--- config.mk ---
export PLATFORM = sky130hd
export DESIGN_NAME = slm_monitor
export DESIGN_NICKNAME = d
export VERILOG_FILES = /design/src/slm_pkg.sv /design/src/slm_trace_buf.sv /design/src/slm_monitor.sv
export VERILOG_INCLUDE_DIRS = /design/src /design/src/src
export SDC_FILE = /design/constraint.sdc
export NUM_CORES = 2
export LEC_CHECK = 0
export BUFFER_PORTS_ARGS = -buffer_cell sky130_fd_sc_hd__buf_2
export CAP_MARGIN = 40
export CORE_ASPECT_RATIO = 1.75
export CORE_MARGIN = 3
export CORE_UTILIZATION = 57
export CTS_BUF_LIST = sky130_fd_sc_hd__clkbuf_4 sky130_fd_sc_hd__clkbuf_8
export DETAILED_ROUTE_END_ITERATION = 7
export GPL_TIMING_DRIVEN = 0
export PLACE_DENSITY = 0.74
export SYNTH_ARGS = -nofsm -noshare
export SYNTH_HDL_FRONTEND = slang
export SYNTH_SLANG_ARGS = --single-unit
--- constraint.sdc ---
create_clock -name REF_CLK_I -period 26.6 [get_ports REF_CLK_I]
set_clock_uncertainty 0.2 [all_clocks]
set_input_delay 5.32 -clock REF_CLK_I [delete_from_list [all_inputs] [get_ports REF_CLK_I]]
set_output_delay 5.32 -clock REF_CLK_I [all_outputs]
set_load 0.01 [all_outputs]
--- src/slm_consts.svh ---
// constants for the service life maintenance monitor
`ifndef SLM_CONSTS_SVH
`define SLM_CONSTS_SVH
`define SLM_CLK_HZ          50000000
`define SLM_LIFE_FULL       14'd10000
`define SLM_LIFE_THRESH     14'd1000
`define SLM_ENV_LIMIT       16'd100
`define SLM_STEP_FAN        14'd1
`define SLM_STEP_CAP        14'd1
`define SLM_STEP_INRUSH     14'd1
`define SLM_STEP_DB         14'd1
`define SLM_RELAY_OPS_LIMIT 16'd30000
`define SLM_RELAY_OPS_PER   2'd3
`define SLM_WARN_CODE       12'h9b0
`define SLM_RELAY_ALM_CODE  12'h232
`define SLM_TRACE_PERIOD_NS 1000
`define SLM_TRACE_CYC       (`SLM_TRACE_PERIOD_NS / (1000000000 / `SLM_CLK_HZ))
`define SLM_POWERON_US      1000
`define SLM_POWERON_CYC     (`SLM_POWERON_US * (`SLM_CLK_HZ / 1000000))
`define SLM_TRACE_DEPTH     16
`define SLM_TRACE_POST      5'd8
`define SLM_ADR_CTRL        8'h00
`define SLM_ADR_CMD         8'h04
`define SLM_ADR_STATUS      8'h08
`define SLM_ADR_MASK        8'h0c
`define SLM_ADR_MON_FIRST   8'h10
`define SLM_ADR_MON_LAST    8'h28
`define SLM_ADR_RELAY_OPS   8'h2c
`define SLM_ADR_WARN        8'h30
`define SLM_ADR_TRACE_IDX   8'h34
`define SLM_ADR_TRACE_STAT  8'h38
`define SLM_ADR_TRACE_BASE  8'h40
`define SLM_ADR_TRACE_BITS  8'h5c
`define SLM_CTRL_WARN_EN    0
`define SLM_CTRL_RELAY_DIS  1
`define SLM_CTRL_PM_ALLOC   2
`define SLM_CTRL_BRAKE_CTL  3
`define SLM_CMD_RESTART     0
`define SLM_CMD_TRACE_REARM 1
`define SLM_ST_WARN         0
`define SLM_ST_RELAY_ALM    1
`define SLM_ST_TRACE_DONE   2
`define SLM_ST_ENV_OVER     3
`define SLM_ST_BITS         4
`endif

--- src/slm_pkg.sv ---
// types for the service life maintenance monitor
package slm_pkg;
  typedef logic [13:0] slm_life_t;
  typedef struct packed {
    logic [6:0][15:0] num;
    logic [6:0]       bits;
  } slm_trace_s;
  typedef struct packed {
    logic warn_en;
    logic relay_dis;
    logic pm_alloc;
    logic brake_ctl;
  } slm_cfg_s;
  typedef enum logic [1:0] {SLM_ARMED, SLM_POST, SLM_HELD} slm_trace_e;
endpackage : slm_pkg

--- src/slm_trace_buf.sv ---
// alarm trace ring buffer with pre and post trigger window
`timescale 1ns/1ns
`default_nettype none
`include "slm_consts.svh"
module slm_trace_buf (
  input  wire logic               clk_i,
  input  wire logic               rst_i,
  input  wire logic               sample_en_i,
  input  wire logic               trig_i,
  input  wire logic               inhibit_i,
  input  wire logic               rearm_i,
  input  wire slm_pkg::slm_trace_s sample_i,
  input  wire logic [3:0]         rd_idx_i,
  output slm_pkg::slm_trace_s     rd_data_o,
  output logic                    busy_o,
  output logic                    held_o,
  output logic                    done_o
);
  import slm_pkg::*;
  slm_trace_s mem [`SLM_TRACE_DEPTH];
  slm_trace_e state;
  logic [3:0] wptr;
  logic [3:0] start;
  logic [4:0] post_cnt;

  // buffer keeps running while armed so the pre-trigger part is full once 8 samples have been taken since reset
  always_ff @(posedge clk_i) begin
    if (sample_en_i && state != SLM_HELD) begin
      mem[wptr] <= sample_i;
    end
  end

  always_ff @(posedge clk_i or posedge rst_i) begin
    if (rst_i) begin
      state    <= SLM_ARMED;
      wptr     <= 4'h0;
      start    <= 4'h0;
      post_cnt <= 5'h0;
      done_o   <= 1'b0;
    end else begin
      done_o <= 1'b0;
      if (sample_en_i && state != SLM_HELD) begin
        wptr <= wptr + 4'h1;
      end
      case (state)
        SLM_ARMED: begin
          if (trig_i && !inhibit_i) begin
            state    <= SLM_POST;
            post_cnt <= `SLM_TRACE_POST;
          end
        end
        SLM_POST: begin
          // further alarms are ignored here: one recording at a time
          if (sample_en_i) begin
            post_cnt <= post_cnt - 5'h1;
            if (post_cnt == 5'h1) begin
              state  <= SLM_HELD;
              start  <= wptr + 4'h1;
              done_o <= 1'b1;
            end
          end
        end
        SLM_HELD: begin
          if (rearm_i) begin
            state <= SLM_ARMED;
          end
        end
        default: state <= SLM_ARMED;
      endcase
    end
  end

  assign rd_data_o = mem[start + rd_idx_i];
  assign busy_o    = (state == SLM_POST);
  assign held_o    = (state == SLM_HELD);
endmodule : slm_trace_buf
`default_nettype wire

--- src/slm_monitor.sv ---
// service life maintenance monitor with classic wishbone register slave
//
// The Wishbone slave port and the register offsets were chosen for this implementation.
`timescale 1ns/1ns
`default_nettype none
`include "slm_consts.svh"
module slm_monitor #(
  parameter int POWERON_CYC = `SLM_POWERON_CYC
) (
  input  wire logic               REF_CLK_I,
  input  wire logic               RESET_I,
  input  wire logic               WB_CYC_I,
  input  wire logic               WB_STB_I,
  input  wire logic               WB_WE_I,
  input  wire logic [7:0]         WB_ADR_I,
  input  wire logic [3:0]         WB_SEL_I,
  input  wire logic [31:0]        WB_DAT_I,
  output logic      [31:0]        WB_DAT_O,
  output logic                    WB_ACK_O,
  output logic                    IRQ_O,
  input  wire logic               MAIN_POWER_ON_I,
  input  wire logic               SERVO_ON_I,
  input  wire logic               RELAY_OP_I,
  input  wire logic [15:0]        DRIVE_ENV_I,
  input  wire logic [15:0]        MOTOR_ENV_I,
  input  wire logic               ALARM_I,
  input  wire logic               UTIL_BUSY_I,
  input  wire logic               EXT_TRACE_I,
  input  wire slm_pkg::slm_trace_s TRACE_SAMPLE_I,
  output logic                    MAINT_DUE_O,
  output logic                    MAINT_DUE_OE_N_O,
  output logic                    MAINT_WARN_O,
  output logic                    RELAY_ALARM_O
);
  import slm_pkg::*;

  function automatic slm_life_t sat_dec(input slm_life_t v, input slm_life_t step);
    sat_dec = (v > step) ? v - step : 14'd0;
  endfunction : sat_dec

  function automatic logic [31:0] life_word(input slm_life_t v);
    life_word = {18'h0, v};
  endfunction : life_word

  // pin synchronisers: stage 0 feeds stage 1 only
  logic [2:0] pwr_s, srv_s, rly_s;
  always_ff @(posedge REF_CLK_I or posedge RESET_I) begin
    if (RESET_I) begin
      pwr_s <= 3'h0;
      srv_s <= 3'h0;
      rly_s <= 3'h0;
    end else begin
      pwr_s <= {pwr_s[1:0], MAIN_POWER_ON_I};
      srv_s <= {srv_s[1:0], SERVO_ON_I};
      rly_s <= {rly_s[1:0], RELAY_OP_I};
    end
  end
  logic pwr_on_ev, servo_off_ev, relay_ev;
  assign pwr_on_ev    = pwr_s[1] & ~pwr_s[2];
  assign servo_off_ev = ~srv_s[1] & srv_s[2];
  assign relay_ev     = rly_s[1] & ~rly_s[2];

  // wishbone decode
  logic wb_req, wr_en, rd_en;
  assign wb_req = WB_CYC_I & WB_STB_I & ~WB_ACK_O;
  assign wr_en  = wb_req & WB_WE_I & WB_SEL_I[0];
  assign rd_en  = wb_req & ~WB_WE_I;

  // configuration: written value is staged, active copy loads at restart, except pm_alloc, which follows every cycle
  slm_cfg_s cfg_wr, cfg;
  logic     load_pend;
  always_ff @(posedge REF_CLK_I or posedge RESET_I) begin
    if (RESET_I) begin
      cfg_wr    <= '0;
      cfg       <= '0;
      load_pend <= 1'b1;
    end else begin
      if (wr_en && WB_ADR_I == `SLM_ADR_CTRL) begin
        cfg_wr <= {WB_DAT_I[`SLM_CTRL_WARN_EN], WB_DAT_I[`SLM_CTRL_RELAY_DIS],
                   WB_DAT_I[`SLM_CTRL_PM_ALLOC], WB_DAT_I[`SLM_CTRL_BRAKE_CTL]};
      end
      // allocation is not a restart-bound setting
      cfg.pm_alloc <= cfg_wr.pm_alloc;
      if (load_pend) begin
        cfg.warn_en   <= cfg_wr.warn_en;
        cfg.relay_dis <= cfg_wr.relay_dis;
        cfg.brake_ctl <= cfg_wr.brake_ctl;
      end
      load_pend <= wr_en && WB_ADR_I == `SLM_ADR_CMD && WB_DAT_I[`SLM_CMD_RESTART];
    end
  end

  logic relay_pred;
  assign relay_pred = cfg.brake_ctl & ~cfg.relay_dis;

  // life figures in 0.01 % units; reset stands in for the unused state
  slm_life_t life_fan, life_cap, life_inr, life_db, life_rly;
  logic [15:0] relay_ops;
  logic [1:0]  relay_sub;
  always_ff @(posedge REF_CLK_I or posedge RESET_I) begin
    if (RESET_I) begin
      life_fan <= `SLM_LIFE_FULL;
      life_cap <= `SLM_LIFE_FULL;
      life_inr <= `SLM_LIFE_FULL;
      life_db  <= `SLM_LIFE_FULL;
    end else if (pwr_on_ev || servo_off_ev) begin
      // both events in one cycle count once; they come from separate pins
      life_fan <= sat_dec(life_fan, `SLM_STEP_FAN);
      life_cap <= sat_dec(life_cap, `SLM_STEP_CAP);
      life_inr <= sat_dec(life_inr, `SLM_STEP_INRUSH);
      life_db  <= sat_dec(life_db, `SLM_STEP_DB);
    end
  end

  always_ff @(posedge REF_CLK_I or posedge RESET_I) begin
    if (RESET_I) begin
      life_rly  <= `SLM_LIFE_FULL;
      relay_ops <= 16'h0;
      relay_sub <= 2'h0;
    end else if (relay_ev) begin
      if (relay_ops != 16'hffff) begin
        relay_ops <= relay_ops + 16'h1;
      end
      // three operations per 0.01 % puts 0 % at the alarm limit
      if (relay_sub == `SLM_RELAY_OPS_PER - 2'd1) begin
        relay_sub <= 2'h0;
        life_rly  <= sat_dec(life_rly, 14'd1);
      end else begin
        relay_sub <= relay_sub + 2'h1;
      end
    end
  end

  // environment figures, same clock domain, registered
  logic [15:0] env_drv, env_mot;
  always_ff @(posedge REF_CLK_I or posedge RESET_I) begin
    if (RESET_I) begin
      env_drv <= 16'h0;
      env_mot <= 16'h0;
    end else begin
      env_drv <= DRIVE_ENV_I;
      env_mot <= MOTOR_ENV_I;
    end
  end

  logic due, env_over, relay_alm;
  assign due = life_fan <= `SLM_LIFE_THRESH || life_cap <= `SLM_LIFE_THRESH ||
               life_inr <= `SLM_LIFE_THRESH || life_db <= `SLM_LIFE_THRESH ||
               (relay_pred && life_rly <= `SLM_LIFE_THRESH);
  assign env_over  = env_drv > `SLM_ENV_LIMIT || env_mot > `SLM_ENV_LIMIT;
  assign relay_alm = relay_pred && relay_ops > `SLM_RELAY_OPS_LIMIT;

  always_ff @(posedge REF_CLK_I or posedge RESET_I) begin
    if (RESET_I) begin
      MAINT_DUE_O      <= 1'b0;
      MAINT_DUE_OE_N_O <= 1'b1;
      MAINT_WARN_O     <= 1'b0;
      RELAY_ALARM_O    <= 1'b0;
    end else begin
      MAINT_DUE_O      <= cfg.pm_alloc & due;
      MAINT_DUE_OE_N_O <= ~cfg.pm_alloc;
      MAINT_WARN_O     <= cfg.warn_en & due;
      RELAY_ALARM_O    <= relay_alm;
    end
  end

  // trace sampling divider and power-on inhibit
  logic [7:0]  smp_cnt;
  logic        smp_en;
  logic [31:0] pon_cnt;
  logic        pon_busy;
  always_ff @(posedge REF_CLK_I or posedge RESET_I) begin
    if (RESET_I) begin
      smp_cnt  <= 8'h0;
      smp_en   <= 1'b0;
      pon_cnt  <= 32'h0;
      pon_busy <= 1'b1;
    end else begin
      smp_en  <= smp_cnt == 8'((`SLM_TRACE_CYC) - 1);
      smp_cnt <= (smp_cnt == 8'((`SLM_TRACE_CYC) - 1)) ? 8'h0 : smp_cnt + 8'h1;
      if (pon_busy) begin
        pon_cnt  <= pon_cnt + 32'h1;
        pon_busy <= pon_cnt < 32'(POWERON_CYC - 1);
      end
    end
  end

  logic any_alarm, alarm_q, trace_done, trace_busy, trace_held, rearm;
  logic [3:0] trace_idx;
  slm_trace_s smp, rd_smp;
  assign any_alarm = ALARM_I | RELAY_ALARM_O;
  assign rearm = wr_en && WB_ADR_I == `SLM_ADR_CMD && WB_DAT_I[`SLM_CMD_TRACE_REARM];
  always_comb begin
    smp         = TRACE_SAMPLE_I;
    smp.bits[0] = any_alarm;
  end
  always_ff @(posedge REF_CLK_I or posedge RESET_I) begin
    if (RESET_I) begin
      alarm_q <= 1'b0;
    end else begin
      alarm_q <= any_alarm;
    end
  end

  slm_trace_buf u_trace (
    .clk_i       (REF_CLK_I),
    .rst_i       (RESET_I),
    .sample_en_i (smp_en),
    .trig_i      (any_alarm & ~alarm_q),
    .inhibit_i   (pon_busy | UTIL_BUSY_I | EXT_TRACE_I),
    .rearm_i     (rearm),
    .sample_i    (smp),
    .rd_idx_i    (trace_idx),
    .rd_data_o   (rd_smp),
    .busy_o      (trace_busy),
    .held_o      (trace_held),
    .done_o      (trace_done)
  );

  // sticky status; a read clears, but a new event in that cycle wins
  logic [`SLM_ST_BITS-1:0] status, mask, ev, lvl_q;
  logic st_rd;
  assign st_rd = rd_en && WB_ADR_I == `SLM_ADR_STATUS;
  always_ff @(posedge REF_CLK_I or posedge RESET_I) begin
    if (RESET_I) begin
      lvl_q <= '0;
    end else begin
      lvl_q <= {env_over, 1'b0, RELAY_ALARM_O, MAINT_WARN_O};
    end
  end
  assign ev = {env_over & ~lvl_q[3], trace_done, RELAY_ALARM_O & ~lvl_q[1],
               MAINT_WARN_O & ~lvl_q[0]};
  always_ff @(posedge REF_CLK_I or posedge RESET_I) begin
    if (RESET_I) begin
      status <= '0;
      mask   <= '0;
      IRQ_O  <= 1'b0;
    end else begin
      status <= (st_rd ? '0 : status) | ev;
      if (wr_en && WB_ADR_I == `SLM_ADR_MASK) begin
        mask <= WB_DAT_I[`SLM_ST_BITS-1:0];
      end
      IRQ_O <= |(status & mask);
    end
  end

  always_ff @(posedge REF_CLK_I or posedge RESET_I) begin
    if (RESET_I) begin
      trace_idx <= 4'h0;
    end else if (wr_en && WB_ADR_I == `SLM_ADR_TRACE_IDX) begin
      trace_idx <= WB_DAT_I[3:0];
    end
  end

  // read mux; unmapped addresses read zero and are still acknowledged
  logic [31:0] rd_data;
  always_comb begin
    rd_data = 32'h0;
    case (WB_ADR_I)
      `SLM_ADR_CTRL:      rd_data = {28'h0, cfg_wr.brake_ctl, cfg_wr.pm_alloc,
                                     cfg_wr.relay_dis, cfg_wr.warn_en};
      `SLM_ADR_STATUS:    rd_data = {28'h0, status};
      `SLM_ADR_MASK:      rd_data = {28'h0, mask};
      8'h10:              rd_data = {16'h0, env_drv};
      8'h14:              rd_data = {16'h0, env_mot};
      8'h18:              rd_data = life_word(life_fan);
      8'h1c:              rd_data = life_word(life_cap);
      8'h20:              rd_data = life_word(life_inr);
      8'h24:              rd_data = life_word(life_db);
      `SLM_ADR_MON_LAST:  rd_data = life_word(life_rly);
      `SLM_ADR_RELAY_OPS: rd_data = {16'h0, relay_ops};
      `SLM_ADR_WARN:      rd_data = {`SLM_RELAY_ALM_CODE, 2'h0, RELAY_ALARM_O, MAINT_WARN_O,
                                     `SLM_WARN_CODE, 3'h0, MAINT_DUE_O};
      `SLM_ADR_TRACE_IDX: rd_data = {28'h0, trace_idx};
      `SLM_ADR_TRACE_STAT:rd_data = {29'h0, pon_busy, trace_busy, trace_held};
      `SLM_ADR_TRACE_BITS:rd_data = {25'h0, rd_smp.bits};
      default: begin
        if (WB_ADR_I >= `SLM_ADR_TRACE_BASE && WB_ADR_I < `SLM_ADR_TRACE_BITS) begin
          rd_data = {16'h0, rd_smp.num[3'(WB_ADR_I[4:2])]};
        end
      end
    endcase
  end

  always_ff @(posedge REF_CLK_I or posedge RESET_I) begin
    if (RESET_I) begin
      WB_ACK_O <= 1'b0;
      WB_DAT_O <= 32'h0;
    end else begin
      WB_ACK_O <= wb_req;
      WB_DAT_O <= rd_en ? rd_data : 32'h0;
    end
  end
endmodule : slm_monitor
`default_nettype wire

# == After elaboration in Yosys (flattened, before gate mapping) ==
# Memories as Yosys holds them, arrays and structs flattened.
# Cells that the tools add are included.
# totals
memories,1
elab_cells,184
ff_bits,250
inputBits,206
ramBits,1904
# op_classes
reduce_logical,28
n_eq_ne,26
n_bitwise,31
n_lt_le_gt_ge,17
n_mux,27
addsub,12
# memory_table
name,words,width,rd,rd_ports_with_merged_regs,write_ports,line,source
u_trace.mem,16,119,1,0,1,slm_trace_buf.sv:20,slm_trace_s mem [`SLM_TRACE_DEPTH];
# ops
cell,n
$pmux 30 s15,1
$gt 14x1->1 const B,5
$le 14x10->1 const B,5
$mux 14,5
$sub 14x1->14 const B,5
$eq 8x6->1 const B,8
$bmux 16 s3,1
$add 32x1->32 const B,1
$eq 8x5->1 const B,4
$gt 16x7->1 const B,2
$lt 32x16->1 const B,1
$mux 16,2
$mux 32,1
$add 16x1->16 const B,1
$eq 8x4->1 const B,2
$gt 16x15->1 const B,1
$ne 16x16->1 const B,1
$and 1x1->1,15
$logic_and 1x1->1,12
$not 1->1,11
$mux 2,5
$mux 5,2
$pmux 5 s2,1
$add 8x1->8 const B,1
30 further kinds,48

# == Longest topological paths before layout ==
# logic_depth
depth_word,8
depth_mapped,13
depth_no_buf,9

# == Cells and area by module ==
# A second synthesis with hierarchy kept.
# hier_totals
hier_cells,4547
hier_area_um2,86235.2
# by_module_without_submodules
module,cells_per_inst,n_inst,seq_area_each_um2,area_each_um2
slm_trace_buf,3428,1,57575.2,74427.6
slm_monitor,1119,1,5565.3,11807.6

# == Least setup slack after synthesis ==
# No wires, ideal clock.
# synth_timing
path_kind,reg2reg
startpoint,reg u_trace.state[0]
endpoint,"mem u_trace.mem[3][0] (netlist bit), enable pin"
slack_ns,16.606
arrival_ns,9.051
period_less_slack_ns,9.994
stages_incl_launch_ff,6
required_ns,25.657
n_path_buf,1
cell_sequence,dfrtp_1 -> nand2b_1 -> and2_1 -> clkbuf_1 -> nand2_1 -> nor3_1
# synth_between
elab_chain_cells,4
# synth_rtl
item,line,source
from (decl),slm_trace_buf.sv:21,slm_trace_e state;
from (signal assigned),slm_trace_buf.sv:35,state <= SLM_ARMED;
from (signal assigned),slm_trace_buf.sv:48,state <= SLM_POST;
from (signal assigned),slm_trace_buf.sv:57,state <= SLM_HELD;
$ne 2x2->1,slm_trace_buf.sv:28,if (sample_en_i && state != SLM_HELD) begin
$logic_and 1x1->1,slm_trace_buf.sv:28,
$mux 1,slm_trace_buf.sv:28,
$mux 1 (implied by the code),slm_trace_buf.sv:29,mem[wptr] <= sample_i;
to (decl),slm_trace_buf.sv:20,
# No other way between the ends.

# == Worst setup path in the final report ==
# layout_timing
startpoint,in WB_ADR_I[5]
endpoint,reg WB_DAT_O[9]
# layout_between
elab_chain_cells,5
# layout_rtl
item,line,source
from (decl),slm_monitor.sv:15,"input wire logic [7:0] WB_ADR_I,"
$ge 8x7->1 (no source line) or $lt 8x7->1 (tied branches),--,
$logic_and 1x1->1 (no source line),--,
$mux 16,slm_monitor.sv:278,if (WB_ADR_I >= `SLM_ADR_TRACE_BASE && WB_ADR_I < `SLM_ADR_TRACE_BITS) begin
$pmux 30 s15 (*),slm_monitor.sv:259,case (WB_ADR_I)
$mux 32 (*),slm_monitor.sv:291,WB_DAT_O <= rd_en ? rd_data : 32'h0;
to (signal assigned),slm_monitor.sv:291,
to (decl),slm_monitor.sv:18,"output logic [31:0] WB_DAT_O,"
# Every way passes the cells marked *; elsewhere a longest branch is shown, timed or not.
# A chain may end at the register's enable or synchronous reset.

==> results.yml <==
floorplanning:
  dieWidth_um: 297
  num_io_pins: 244
  die_area_sq_mm: 0.153
  core_area_sq_mm: 0.147
  rows: 186
  die_h_um: 515
  start_util: 0.574
yosys:
  synth_seq_cells: 2141
  synth.cell_area_sq_mm: 0.0842
  synth-main-ff-cell: "edfxtp_1"
  synthArstFlopShare: 0.111
  yosysUniqueCellTypes: 77
  ys_seq_area_frac: 0.749
  synth.avg_cell_area_sq_um: 18.6
  yosysWarningCount: 0
  synth_edf_count: 1904
  synthCells: 4530
route:
  drtIter0Drc: 6341
  post_drt_wl_per_cell_um: 32.7
  num_vias: 49000
  antenna_left: 0
  wl_um: 246000
  drc: 0
  viasPerCell: 6.51
  drtPass1Iterations: 6
clocking:
  cts_sinks: 2141
  clk_transition_reported_paths_ps: 70
  cts_resized: 0
  post-cts-setup-buffers: 0
  clock_path_buffers: 4
  clkLatencyLatePin_ps: 1000
  holdBufCountCts: 0
  htree_num_levels: 5
  cts_tree: "done"
  cts_buffers: 309
  cts_root_buf: "clkbuf_8"
timing:
  period_minus_slack_ps: 8460
  finalHoldViolCount: 0
  worstMarginPinSlew_ps: 972
  slew_violations: 0
  rsz0062_at_grt: "false"
  max_freq_mhz: 118
  relSlewSlack: 0.352
  setup_viol: 0
  tns_ps: 0
  fin_crit_sh: 0.318
pwr:
  seq_power_share: 0.573
  p_leak_uw: 0.0323
  swShare: 0.226
  p_sw_uw: 1510
  p_per_area_mw_per_mm2: 68.9
  intPower_uw: 5170
  p_clk_frac: 0.382
  vdd_drop_max_uv: 52.4
  power_frac_comb: 0.045
global_routing:
  grt_pass1_vias: 49800
  antenna_found_initial: 56
  grt_max_degree: 111
  overflow: 0
  track_usage: 0.326
  grt_pass1_wl_um: 349000
worst_setup_path:
  crit_chain: "buf_2 > or4b_2 > nor2_1 > clkbuf_1 > a222oi_1 > a31oi_1 > nor4_1 > clkdlybuf4s15_2 > o21ai_0"
  critPathCaptureType: "register"
  critPathMaxStageDelay_ps: 720
  crit_buf_inv: 3
  critPathTopFamily: "simple AND/OR/NAND/NOR gates"
  crit_arrival_ps: 9090
  critPathKind: "input port to register"
  worstPathMaxFanout: 10
  crit_required_ps: 27230
  startpoint_type: "input port"
  critPathSlowestCell: "a31oi_1"
placement:
  dp.cells: 6935
  hpwl_um: 171000
  gp_congestion: 0.999
  placed_cell_area_sq_mm: 0.0910
  port_buffers: 199
finish:
  most-common-layout-cells: "edfxtp_1 (1904), nand2_1 (542), mux4_2 (457)"
  instances_no_fill: 7524
  layout_commonest_cell: "edfxtp_1"
  fillers: 9486
  area_delta_synth_final_pct: 15.2
  nNetsFinal: 5505
  drive_gt1_frac: 0.283
  design_area_sq_mm: 0.0971
run:
  maxCapViolations: 0
worst_hold_path:
  hold_path.class: "register to register"
status:
  status: "finished clean"
## logic make-up (layout without fill, tap and decap cells)
family | after synthesis | after routing | synth area share
AND/OR/NAND/NOR | 1196 | 1196 | 0.0659
AO/OA/AOI/OAI | 286 | 286 | 0.0240
XOR/XNOR | 96 | 96 | 0.00998
flip-flops | 2141 | 2141 | 0.749
other | 1 | 72 | 0.0000445
adder cells (fa/ha/maj) | 27 | 27 | 0.00410
multiplexers | 507 | 507 | 0.130
buffers and inverters | 276 | 1225 | 0.0164
## path summary, 6_finish.rpt
path / slack, ps / endpoint / start / cells after the start
hold reg to reg: 160 / pwr_s[1]$_DFF_PP0_ / pwr_s[0]$_DFF_PP0_ / 0
setup reg to reg: 20880 / WB_DAT_O[14]$_DFF_PP0_ / trace_idx[0]$_DFFE_PP0P_ / 13
hold / removal: 160 / pwr_s[1]$_DFF_PP0_ / pwr_s[0]$_DFF_PP0_ / 0
max in group asynchronous: 20690 / life_cap[9]$_DFFE_PP1P_ / RESET_I / 4
min in group asynchronous: 4110 / pon_cnt[9]$_DFFE_PP0P_ / RESET_I / 2
setup / recovery: 18140 / WB_DAT_O[9]$_DFF_PP0_ / WB_ADR_I[5] / 9
## sequential cells by signal, summed over array words and instances, names as in the netlist, 3 cells and up
name	flops
u_trace.mem	1904
pon_cnt	32
WB_DAT_O	19
env_drv	16
env_mot	16
relay_ops	16
life_cap	14
life_db	14
life_fan	14
life_inr	14
life_rly	14
smp_cnt	8
u_trace.post_cnt	5
cfg	4
cfg_wr	4
mask	4
status	4
trace_idx	4
u_trace.start	4
u_trace.wptr	4
lvl_q	3
pwr_s	3
rly_s	3
srv_s	3
## Yosys cell counts, drive strengths merged, types with 26 or more instances
cell / number / area share
nor2: 140 / 0.0062
nor3: 44 / 0.0026
clkbuf: 92 / 0.0041
o21ai: 64 / 0.0038
buf: 155 / 0.011
dfstp: 28 / 0.0087
a21oi: 38 / 0.0023
dfrtp: 209 / 0.062
nand2: 542 / 0.024
nand4: 68 / 0.0050
ha: 26 / 0.0039
and3: 50 / 0.0037
a22oi: 37 / 0.0033
a31oi: 28 / 0.0021
edfxtp: 1904 / 0.68
xor2: 32 / 0.0033
inv: 29 / 0.0013
nand3: 207 / 0.012
nor4: 36 / 0.0027
mux4: 466 / 0.12
xnor2: 64 / 0.0067
## layer usage
layer	wire, um	vias up	GRT usage	share of wire
li1	-	19700	-	-
met1	78900	25000	0.385	0.32
met2	122000	3479	0.529	0.50
met3	26400	789	0.0848	0.11
met4	18300	38	0.216	0.074
met5	232	-	0	0.00094
## through the flow
stage / worst slack [ps] / util / power [uW] / hold WS, ps
floorplan: 14620 / - / 4020 / 131
global placement: 5240 / 0.598 / 4170 / 137
detailed placement: 17370 / 0.620 / 4190 / 137
CTS: 18430 / 0.660 / 6700 / 159
global route: 18210 / 0.660 / 6890 / 170
finish: 18140 / 0.661 / 6690 / 156
## area by class of cell
class | instances | area (sq um) | area share
inverter | 29 | 116 | 0.00120
buffer | 247 | 1270 | 0.0131
multi-input combinational | 2122 | 19900 | 0.205
antenna | 62 | 155 | 0.00160
timing repair buffer | 422 | 4130 | 0.0426
tap | 1974 | 2470 | 0.0254
sequential | 2141 | 63100 | 0.651
clock buffer | 419 | 5170 | 0.0532
clock inverter | 108 | 716 | 0.00737
## power groups by stage
stage	Clock (uW)	Sequential, uW	Combinational, uW
detailed placement	0	3900	294
CTS	2580	3830	295
global placement	0	3900	278
finish	2550	3830	299
floorplan	0	3850	170
global route	2720	3840	329
(Power assumes the default switching activity.)
